==> src/pkg/sar_adc_regs.vh <==
// Register map, field positions and timing counts of the SAR ADC control.
// Assumes a byte-wide register port and fc equal to the block clock.
`ifndef SAR_ADC_REGS_VH
`define SAR_ADC_REGS_VH

// Register offsets
`define OFS_CONV_CTRL    8'h26
`define OFS_CONV_TIMING  8'h27
`define OFS_RESULT_LOW   8'h28
`define OFS_RESULT_HIGH  8'h29

// Reset values
`define RST_CONV_CTRL    8'h10
`define RST_CONV_TIMING  6'h00

// conversion_control fields
`define CC_START_BIT     7
`define CC_MODE_HI       6
`define CC_MODE_LO       5
`define CC_GATE_BIT      4
`define CC_CHAN_HI       3

// conversion_timing_control fields
`define CT_LADDER_BIT    5
`define CT_TIME_HI       3
`define CT_TIME_LO       1

// result_low_and_status fields
`define RL_DONE_BIT      5
`define RL_BUSY_BIT      4

// Operating modes
`define MODE_OFF         2'h0
`define MODE_SINGLE      2'h1
`define MODE_REPEAT      2'h3

// Conversion time in fc periods per time code
`define CONV_FC_000      39
`define CONV_FC_010      78
`define CONV_FC_011      156
`define CONV_FC_100      312
`define CONV_FC_101      624
`define CONV_FC_110      1248

// Block clock periods per fc period
`define CLK_PER_FC       1

// Steps per conversion: 2 sample, 10 bit trials, 1 transfer
`define CONV_STEPS       13
`define SAMPLE_STEPS     2
`define LAST_STEP        4'hc

// Start lockout after a 00H control write, in cycles
`define START_HOLD       3'h4

`endif

==> src/rtl/sar_adc_control_logic.v <==
// Control and status logic of a 10-bit successive-approximation ADC:
// registers, conversion sequencing, result capture and completion pulse.
// Assumes the analog ladder, sample-hold and comparator sit outside and
// that stopMode and the register port run on clk.
//
// Overview of operation
// - Start bit launches a conversion and clears itself after one cycle, taken or refused.
// - Mode 00 disabled, 01 single start, 11 repeat; 10 reserved.
// - Gate bit zero enables analog inputs, one disables them.
// - Channel codes 0000 to 0111 pick inputs zero to seven.
// - Control register resets to 10H: gate bit set, channel code 0000.
// - Stop state resets both control registers and blocks their writes.
// - After writing 00H to control, starts are refused four cycles.
// - Ladder bit zero connects only while converting, one always.
// - Time codes give 39 to 1248 fc periods; 001 and 111 reserved.
// - Timing register bits six and seven carry no defined data.
// - Done flag at low result bit 5 shows a finished conversion.
// - Reading the high result clears done; read low first.
// - Busy flag at bit 4 set on start, cleared at single-mode end, mode 00 abort or stop.
// - Low result bits three to zero carry no information.
// - On finish load results, set done and pulse completion together.
// - Single mode converts the selected channel once then stops.
// - Repeat mode restarts after each finish until mode changes.
// - Writing mode 00 aborts at once without storing a result.
// - A new start clears done but keeps the old result until finish.
//
// Design decision made here: the plain strobed port.
`timescale 1ns/1ns

module sar_adc_control_logic (
  input  wire       clk,
  input  wire       reset_n,
  input  wire       clkEn,
  input  wire       stopMode,
  input  wire [7:0] regAddr,
  input  wire [7:0] regWrData,
  input  wire       regWr,
  input  wire       regRd,
  output wire [7:0] regRdData,
  input  wire       compAbove,
  output wire [9:0] dacCode,
  output wire       sampleHold,
  output wire       ladderConnect,
  output wire [2:0] channelSel,
  output wire       analogInputDisable,
  output wire       conversionCompleteIrq
);

`include "sar_adc_regs.vh"

  localparam ST_IDLE = 1'b0;
  localparam ST_CONV = 1'b1;

  // Cycles in one step for a time code
  function [6:0] stepCycles;
    input [2:0] code;
    integer     fc;
    integer     cyc;
    begin
      case (code)
        3'h0:    fc = `CONV_FC_000;
        3'h2:    fc = `CONV_FC_010;
        3'h3:    fc = `CONV_FC_011;
        3'h4:    fc = `CONV_FC_100;
        3'h5:    fc = `CONV_FC_101;
        // Reserved codes run slowest: safest for the analog side
        default: fc = `CONV_FC_110;
      endcase
      cyc = (fc * `CLK_PER_FC) / `CONV_STEPS;
      stepCycles = cyc[6:0];
    end
  endfunction

  // Mode that may run a conversion
  function modeRuns;
    input [1:0] mode;
    begin
      modeRuns = (mode == `MODE_SINGLE) ||
                 (mode == `MODE_REPEAT);
    end
  endfunction

  reg [7:0] ctrl_q;
  reg [5:0] timing_q;
  reg [7:0] resHigh_q;
  reg [1:0] resLow_q;
  reg       done_q;
  reg       busy_q;
  reg       state_q;
  reg [3:0] step_q;
  reg [6:0] stepCnt_q;
  reg [6:0] stepLen_q;
  reg [9:0] sar_q;
  reg [2:0] hold_q;
  reg       irq_q;
  reg [7:0] rdData_q;
  reg       comp1_q;
  reg       comp2_q;

  wire [1:0] mode      = ctrl_q[`CC_MODE_HI:`CC_MODE_LO];
  wire       ctrlWr    = regWr && (regAddr == `OFS_CONV_CTRL);
  wire       timingWr  = regWr && (regAddr == `OFS_CONV_TIMING);
  wire       highRd    = regRd && (regAddr == `OFS_RESULT_HIGH);
  wire       stepEnd   = (stepCnt_q == stepLen_q - 7'h01);
  wire       bitStep   = (step_q >= `SAMPLE_STEPS) &&
                         (step_q < `LAST_STEP);
  wire [3:0] bitPos    = 4'hb - step_q;
  // Step whose first cycle judges the trial of the step before it
  wire       judgeStep = (step_q > `SAMPLE_STEPS) &&
                         (step_q <= `LAST_STEP);
  wire [3:0] judgePos  = `LAST_STEP - step_q;
  wire       startOk   = ctrl_q[`CC_START_BIT] && (state_q == ST_IDLE) &&
                         modeRuns(mode) && (hold_q == 3'h0);
  wire       finishing = (state_q == ST_CONV) && stepEnd &&
                         (step_q == `LAST_STEP);
  wire       abortWr   = ctrlWr &&
                         (regWrData[6:5] == `MODE_OFF);

  // Comparator is analog and unclocked, so it passes two flops first
  always @(posedge clk) begin
    if (!reset_n) begin
      comp1_q <= 1'b0;
      comp2_q <= 1'b0;
    end else if (clkEn) begin
      comp1_q <= compAbove;
      comp2_q <= comp1_q;
    end
  end

  // Control registers, writes and the start lockout
  always @(posedge clk) begin
    if (!reset_n) begin
      ctrl_q   <= `RST_CONV_CTRL;
      timing_q <= `RST_CONV_TIMING;
      hold_q   <= 3'h0;
    end else if (clkEn) begin
      if (stopMode) begin
        // Stop state holds both at reset values, writes lost
        ctrl_q   <= `RST_CONV_CTRL;
        timing_q <= `RST_CONV_TIMING;
        hold_q   <= 3'h0;
      end else begin
        if (hold_q != 3'h0) begin
          hold_q <= hold_q - 3'h1;
        end
        // Start bit drops after one look, taken or refused
        if (ctrl_q[`CC_START_BIT]) begin
          ctrl_q[`CC_START_BIT] <= 1'b0;
        end
        if (ctrlWr) begin
          ctrl_q <= regWrData;
          if (regWrData == 8'h00) begin
            hold_q <= `START_HOLD;
          end
        end
        // Bits 7:6 are not kept: they read as zero
        if (timingWr) begin
          timing_q <= regWrData[5:0];
        end
      end
    end
  end

  // Conversion sequencer, flags and result capture
  always @(posedge clk) begin
    if (!reset_n) begin
      state_q   <= ST_IDLE;
      busy_q    <= 1'b0;
      done_q    <= 1'b0;
      resHigh_q <= 8'h00;
      resLow_q  <= 2'h0;
      step_q    <= 4'h0;
      stepCnt_q <= 7'h00;
      stepLen_q <= 7'h01;
      sar_q     <= 10'h000;
      irq_q     <= 1'b0;
    end else if (clkEn) begin
      irq_q <= 1'b0;
      if (stopMode) begin
        // Stop abandons the run and loses earlier results
        state_q   <= ST_IDLE;
        busy_q    <= 1'b0;
        done_q    <= 1'b0;
        resHigh_q <= 8'h00;
        resLow_q  <= 2'h0;
        sar_q     <= 10'h000;
        step_q    <= 4'h0;
        stepCnt_q <= 7'h00;
      end else if (abortWr) begin
        // Mode 00 kills the run, result never stored
        state_q   <= ST_IDLE;
        busy_q    <= 1'b0;
        step_q    <= 4'h0;
        stepCnt_q <= 7'h00;
      end else begin
        if (highRd) begin
          done_q <= 1'b0;
        end

        if (startOk) begin
          // Old result stays until this run completes
          state_q   <= ST_CONV;
          busy_q    <= 1'b1;
          done_q    <= 1'b0;
          step_q    <= 4'h0;
          stepCnt_q <= 7'h00;
          sar_q     <= 10'h000;
          stepLen_q <= stepCycles(
            timing_q[`CT_TIME_HI:`CT_TIME_LO]);
        end

        if (state_q == ST_CONV) begin
          if (stepEnd) begin
            stepCnt_q <= 7'h00;
            step_q    <= step_q + 4'h1;
          end else begin
            stepCnt_q <= stepCnt_q + 7'h01;
          end

          // Trial bit up at step start, kept if input is above
          if (bitStep && (stepCnt_q == 7'h00)) begin
            sar_q[bitPos] <= 1'b1;
          end
          // Judge a trial one step late: the sync flops need three
          // edges and the shortest step is only three cycles long
          if (judgeStep && (stepCnt_q == 7'h00) && !comp2_q) begin
            sar_q[judgePos] <= 1'b0;
          end

          if (finishing) begin
            resHigh_q <= sar_q[9:2];
            resLow_q  <= sar_q[1:0];
            done_q    <= 1'b1;
            irq_q     <= 1'b1;
            if (mode == `MODE_REPEAT) begin
              // Next run follows with no idle cycle
              step_q    <= 4'h0;
              stepCnt_q <= 7'h00;
              sar_q     <= 10'h000;
              stepLen_q <= stepCycles(
                timing_q[`CT_TIME_HI:`CT_TIME_LO]);
            end else begin
              state_q <= ST_IDLE;
              busy_q  <= 1'b0;
            end
          end
        end
      end
    end
  end

  // Read data registered, valid the cycle after the strobe
  always @(posedge clk) begin
    if (!reset_n) begin
      rdData_q <= 8'h00;
    end else if (clkEn) begin
      rdData_q <= 8'h00;
      if (regRd) begin
        case (regAddr)
          `OFS_CONV_CTRL: begin
            rdData_q <= ctrl_q;
          end
          `OFS_CONV_TIMING: begin
            // Top two bits read zero
            rdData_q <= {2'h0, timing_q};
          end
          `OFS_RESULT_LOW: begin
            // Low nibble has nothing to show, reads zero
            rdData_q <= {resLow_q, done_q, busy_q,
                         4'h0};
          end
          `OFS_RESULT_HIGH: begin
            rdData_q <= resHigh_q;
          end
          default: begin
            rdData_q <= 8'h00;
          end
        endcase
      end
    end
  end

  // Analog-side controls straight from state flops
  assign regRdData             = rdData_q;
  assign dacCode               = sar_q;
  assign sampleHold            = busy_q &&
                                 (step_q < `SAMPLE_STEPS);
  assign ladderConnect         = busy_q ||
                                 timing_q[`CT_LADDER_BIT];
  assign channelSel            = ctrl_q[2:0];
  assign analogInputDisable    = ctrl_q[`CC_GATE_BIT];
  assign conversionCompleteIrq = irq_q;

endmodule

==> config.mk <==
export PLATFORM = sky130hd
export DESIGN_NAME = sar_adc_control_logic
export DESIGN_NICKNAME = d
export VERILOG_FILES = /design/src/rtl/sar_adc_control_logic.v
export VERILOG_INCLUDE_DIRS = /design/src /design/src/pkg
export SDC_FILE = /design/constraint.sdc
export NUM_CORES = 1
export LEC_CHECK = 0
export ABC_AREA = 1
export BUFFER_PORTS_ARGS = -buffer_cell sky130_fd_sc_hd__buf_2
export CAP_MARGIN = 15
export CORE_MARGIN = 8
export CORE_UTILIZATION = 55
export CTS_CLUSTER_DIAMETER = 200
export DETAILED_ROUTE_END_ITERATION = 10
export PLACE_DENSITY = 0.78
export SLEW_MARGIN = 10
export SYNTH_ARGS = -nofsm -noshare
export SYNTH_HDL_FRONTEND = slang
export SYNTH_SLANG_ARGS = --single-unit
==> constraint.sdc <==
create_clock -name clk -period 7.6 [get_ports clk]
set_input_delay 0 -clock clk [delete_from_list [all_inputs] [get_ports clk]]
set_output_delay 0 -clock clk [all_outputs]
set_load 0.02 [all_outputs]
; After elaboration in Yosys (flattened, before gate mapping)
; Index checks and enable logic that the tools add are counted.
; W data, S select, Z words.
[op_classes]
n_addsub = 6
div_mod_pow = 2
n_lt_le_gt_ge = 9
eq_ne = 13
muxes = 92
bitwise_logic = 6
n_reduce_logical = 37
[op_table]
columns = cell, count
row1 = $mux W32, 12
row2 = $mux W10, 17
row3 = $mux W7, 11
row4 = $div A32 B5 Y32 const B, 2
row5 = $mux W8, 7
row6 = $pmux W11 S5, 1
row7 = $eq A8 B6 Y1 const B, 4
row8 = $pmux W8 S4, 1
row9 = $mux W4, 7
row10 = $mux W1, 24
row11 = $logic_and A1 B1 Y1, 17
row12 = $mux W3, 4
row13 = $mux W6, 2
row14 = $and A10 B10 Y10, 1
row15 = $lt A4 B5 Y1 const B, 2
row16 = $not A10 Y10, 1
row17 = $or A10 B10 Y10, 1
row18 = $demux W1 S4, 2
row19 = $ge A4 B1 Y1 const B, 2
row20 = $logic_not A8 Y1, 1
row21 = $mux W2, 4
row22 = $reduce_and A2 Y1, 4
row23 = $reduce_bool A2 Y1, 4
row24 = $sub A4 B4 Y4 const A, 2
row25 = other kinds (26), 32
[word_totals]
register_bits = 69
in_bits = 23
out_inout_bits = 25
word_cells = 182

; Longest topological paths before layout
[depth]
ltp_word = 23
depth_mapped = 27

; Worst setup path after synthesis
; OpenSTA, ideal clock, no wires.
[synth_timing]
kind = reg-to-reg
start = register timing_q[2]
end = register stepLen_q[0]
arrival_ps = 2759
t_required_ps = 7485
path_slack_ps = 4726
path_stages_with_launch = 24
path_buffers = 0
period_less_slack_ps = 2874
path_cell_list = dfxtp_1 -> inv_2 -> ha_1 -> inv_1 -> nand2_2 -> ha_1 -> nand2_1 -> nand3_1 -> o211ai_2 -> nor2_2 -> inv_2 -> nand4_4 -> nand2_1 -> nand3_2 -> nand2_2 -> nor2_2 -> nor2_4 -> nand2_2 -> nand2_1 -> nand3_1 -> nor2_1 -> nand3_1 -> nand2_1 -> nand2_1
[synth_via]
elab_chain_cells = 13
word_cells_on_any_way = 24
classes_between = 2 x div / 4 x eq/ne / 17 x mux / 1 x reduce/logical
[synth_lines]
columns = element, line
row1 = from (decl), sar_adc_control_logic.v:84  ; reg [5:0] timing_q;
row2 = from (signal assigned), sar_adc_control_logic.v:134  ; timing_q <= `RST_CONV_TIMING;
row3 = from (signal assigned), sar_adc_control_logic.v:140  ; timing_q <= `RST_CONV_TIMING;
row4 = from (signal assigned), sar_adc_control_logic.v:158  ; timing_q <= regWrData[5:0];
row5 = "$eq A3 B3 Y1, or another cell as far along", sar_adc_control_logic.v:60  ; case (code)
row6 = $pmux W11 S5 *, sar_adc_control_logic.v:60
row7 = $mux W32, sar_adc_control_logic.v:235  ; if (mode == `MODE_REPEAT) begin
row8 = $mux W32, sar_adc_control_logic.v:230  ; if (finishing) begin
row9 = $mux W32, sar_adc_control_logic.v:212  ; if (state_q == ST_CONV) begin
row10 = $mux W32, sar_adc_control_logic.v:189  ; end else if (abortWr) begin
row11 = $mux W32, sar_adc_control_logic.v:179  ; if (stopMode) begin
row12 = $mux W32, sar_adc_control_logic.v:177  ; end else if (clkEn) begin
row13 = $mux W32, sar_adc_control_logic.v:166  ; if (!reset_n) begin
row14 = $div A32 B5 Y32 (no source line), -
row15 = $mux W7, sar_adc_control_logic.v:235
row16 = $mux W7, sar_adc_control_logic.v:230
row17 = $mux W7 *, sar_adc_control_logic.v:212
row18 = to (signal assigned), sar_adc_control_logic.v:208  ; stepLen_q <= stepCycles(
row19 = to (signal assigned), sar_adc_control_logic.v:240  ; stepLen_q <= stepCycles(
row20 = to (decl), sar_adc_control_logic.v:92  ; reg [6:0] stepLen_q;
; Every way passes the cells marked *; elsewhere a longest branch is shown, timed or not. The select of a mux whose other input is x is not followed.
; A chain may end at the register's enable or synchronous reset.

; Worst setup path in the final report
; Ends and elaborated chain as after synthesis.

==> results.sh <==
export IMPL_status="finished, final reports clean"
export IMPL_area_growth_pct=12.6
export IMPL_synth_top_cell_by_area="dfxtp_1"
export IMPL_gr_total_overflow=0
export IMPL_p_leak_nw=2.24
export IMPL_hold_viol_final=0
export IMPL_nNetsFinal=813
export IMPL_end_kind="flop"
export IMPL_slowest_delay_ns=0.53
export IMPL_vias_per_cell=5.70
export IMPL_wl_per_cell_um=14.6
export IMPL_wl_met1_um=5740
export IMPL_cp_top_family="simple AND/OR/NAND/NOR gates"
export IMPL_synth_distinct_cells=44
export IMPL_start_kind="flop"
export IMPL_syn_avg_cell_area_um2=6.38
export IMPL_worst_slack_ns=4.16
export IMPL_hold_class="input pin to flop"
export IMPL_finalClockSkew_ns=0.0123
export IMPL_root_buffer="clkbuf_8"
export IMPL_ys_warn_count=0
export IMPL_reg2reg_slack_ns=4.16
export IMPL_asyncSetResetFlopFracSynth_pct=0
export IMPL_cts_reportedPaths_clkPinSlew_ns=0.08
export IMPL_hold_path_depth=3
export IMPL_power_density_nw_per_um2=141
export IMPL_period_share_pct=45.3
export IMPL_dieArea_um2=11700
export IMPL_grt_usage_pct=22.1
export IMPL_cts_buffers=9
export IMPL_drt_initial_drc_count=509
export IMPL_crit_type="flop to flop"
export IMPL_grt_pass1_wl_um=21500
export IMPL_cp_arrival_ns=3.69
export IMPL_initial_core_util_pct=56.8
export IMPL_tritoncts="built"
export IMPL_crit_path_frequent_cell="nand2_1"
export IMPL_yosysSeqAreaShare_pct=29.6
export IMPL_crit_cells=24
export IMPL_post_cts_setup_buffer_count=0
export IMPL_clock_latency_ns=0.36
export IMPL_synth_edff_count=0
export IMPL_vias=5054
export IMPL_path_cells="inv_2 -> ha_1 -> inv_1 -> nand2_2 -> ha_1 -> nand2_1 -> nand3_1 -> o211ai_2 -> nor2_2 -> inv_2 -> nand4_4 -> nand2_1 -> nand2_1 -> nand2_1 -> nand2_2 -> nand2_1 -> nor2_2 -> nand2_2 -> nand2_1 -> nand3_1 -> nor2_1 -> nand3_1 -> nand2_1 -> nand2_1"
export IMPL_die_w_um=108
export IMPL_maxSlewViolCount=0
export IMPL_gp_congestion=0.923
export IMPL_num_rows=33
export IMPL_pre_cts_slack_ns=4.20
export IMPL_io_buffer_count=47
export IMPL_irDropWorstVdd_mv=0.101
export IMPL_routed_wl_met3_um=656
export IMPL_critical_path_required_ns=7.85
export IMPL_setup_tns_ns=0
export IMPL_syn_nets=768
export IMPL_core_area_um2=8220
export IMPL_rr_worst_depth=24
export IMPL_antenna_found_initial=0
export IMPL_synth_seq_cells=69
export IMPL_cts_max_path_buffers=2
export IMPL_synth_ff_type="dfxtp_1"
export IMPL_ctsResizeCount=0
export IMPL_grt_setup_unrepaired="no"
export IMPL_cts_sinks=69
export IMPL_cp_max_fo=9
export IMPL_critical_path_buf_inv_count=3
export IMPL_layout_commonest_cell="nand2_1"
export IMPL_grt_pass1_vias=4709
export IMPL_drive_gt1_share_pct=13.4
export IMPL_drv_cap=0
export IMPL_routed_wirelength_um=12900
export IMPL_crit_slowest_cell="dfxtp_1"
export IMPL_dr_max_layer_used="met4"
export IMPL_cts_hold_buf=11
export IMPL_hpwl_um=9310
export IMPL_synth_top_area_share_pct=29.6
export IMPL_slew_headroom_pct=29.4
export IMPL_min_period_ns=3.44
export IMPL_ios=48
export IMPL_final_cell_mix="nand2_1 (213), inv_1 (74), a21oi_1 (73)"
export IMPL_ant_nets=0
export IMPL_die_h_um=108
export IMPL_synthTopCellsByArea="dfxtp_1 (30%), nand2_1 (17%), a21oi_1 (7.8%)"
export IMPL_dr_wl_met2_um=6190
export IMPL_drtPass1Iterations=5
export IMPL_synthCells=731
export IMPL_grt_max_degree=60
export IMPL_max_freq_ghz=0.291
export IMPL_tightest_slew_ns=1.06
export IMPL_syn_area_um2=4660
export IMPL_cts_htree_levels=3
export IMPL_setup_viol=0
export IMPL_drc=0
==> Yosys cell counts (4+ instances only) <==
library cell    n
nand2_2        12
a21oi_1        73
nor2_1         48
nand4_1        17
o21ai_0        46
clkbuf_1       19
ha_1           14
nor3_1         13
nor2_2          6
o211ai_1       11
inv_1          74
a31oi_1         4
nand2_1       213
inv_2           7
o2111ai_1       4
xor2_1         16
nand3_1        41
dfxtp_1        69
==> per-layer routing <==
| layer | vias up | track usage, % |
|---|---|---|
| li1 | 2521 | - |
| met1 | 2300 | 27.1 |
| met2 | 200 | 36.9 |
| met3 | 33 | 3.03 |
| met4 | 0 | 11.4 |
| met5 | - | 0 |
==> through the flow <==
| step | util (%) | total power, mW | hold slack (ns) | instances | cell area, um^2 |
|---|---|---|---|---|---|
| after floorplan | - | 0.405 | 0.135 | 731 | 4660 |
| after global placement | 60.0 | 0.420 | 0.260 | 859 | 4930 |
| after detailed placement | 60.0 | 0.421 | 0.266 | 859 | 4930 |
| after CTS | 63.9 | 0.737 | 0.00728 | 886 | 5250 |
| after global routing | 63.9 | 0.760 | 0.0162 | 886 | 5250 |
| final | 63.9 | 0.738 | 0.0200 | 887 | 5250 |
==> sequential cells by signal (all words and copies together), names as in the netlist <==
name / count
busy_q: 1
comp1_q: 1
comp2_q: 1
conversionCompleteIrq: 1
ctrl_q: 8
dacCode: 10
done_q: 1
hold_q: 3
regRdData: 8
resHigh_q: 8
resLow_q: 2
state_q: 1
stepCnt_q: 7
stepLen_q: 7
step_q: 4
timing_q: 6
==> final timing paths <==
kind                                            from                            endpoint
setup reg to reg            timing_q[2]$_SDFFE_PN0P_           stepLen_q[0]$_SDFFE_PN1P_
setup / recovery            timing_q[2]$_SDFFE_PN0P_           stepLen_q[0]$_SDFFE_PN1P_
hold reg to reg   conversionCompleteIrq$_SDFFE_PN0P_  conversionCompleteIrq$_SDFFE_PN0P_
hold / removal                               reset_n           stepLen_q[6]$_SDFFE_PN0P_
==> worst register-to-register path: cells and delay by family (launching register included) <==
family,cells,cell delay (ns)
AO/OA/AOI/OAI,1,0.10
buffers and inverters,3,0.36
AND/OR/NAND/NOR,18,1.66
adder cells (fa/ha/maj),2,0.65
flip-flops,1,0.53
==> layout make-up <==
type / count / area, um^2
flip-flops and latches: 69 / 1380
clock inverters: 4 / 45.0
inverters: 83 / 317
diodes: 1 / 2.50
well taps: 105 / 131
clock buffers: 12 / 165
fillers: 744 / 2960
repair buffers: 59 / 353
multi-input cells: 554 / 2860
==> power by group <==
group          switching [mW]  internal, mW
clock                   0.143         0.177
combinational          0.0345        0.0177
sequential            0.00229         0.364
==> cell families (layout without fill, tap and decap cells) <==
family                   count (synthesis)  after routing  share of synthesized area [%]
adder cells (fa/ha/maj)                 14             14                           3.76
other                                    0              1                              0
XOR/XNOR                                19             19                           3.57
buffers and inverters                  108            158                           9.12
AO/OA/AOI/OAI                          156            156                           19.2
AND/OR/NAND/NOR                        365            365                           34.7
flip-flops                              69             69                           29.6
No activity file was read; power rests on OpenSTA's default activity.
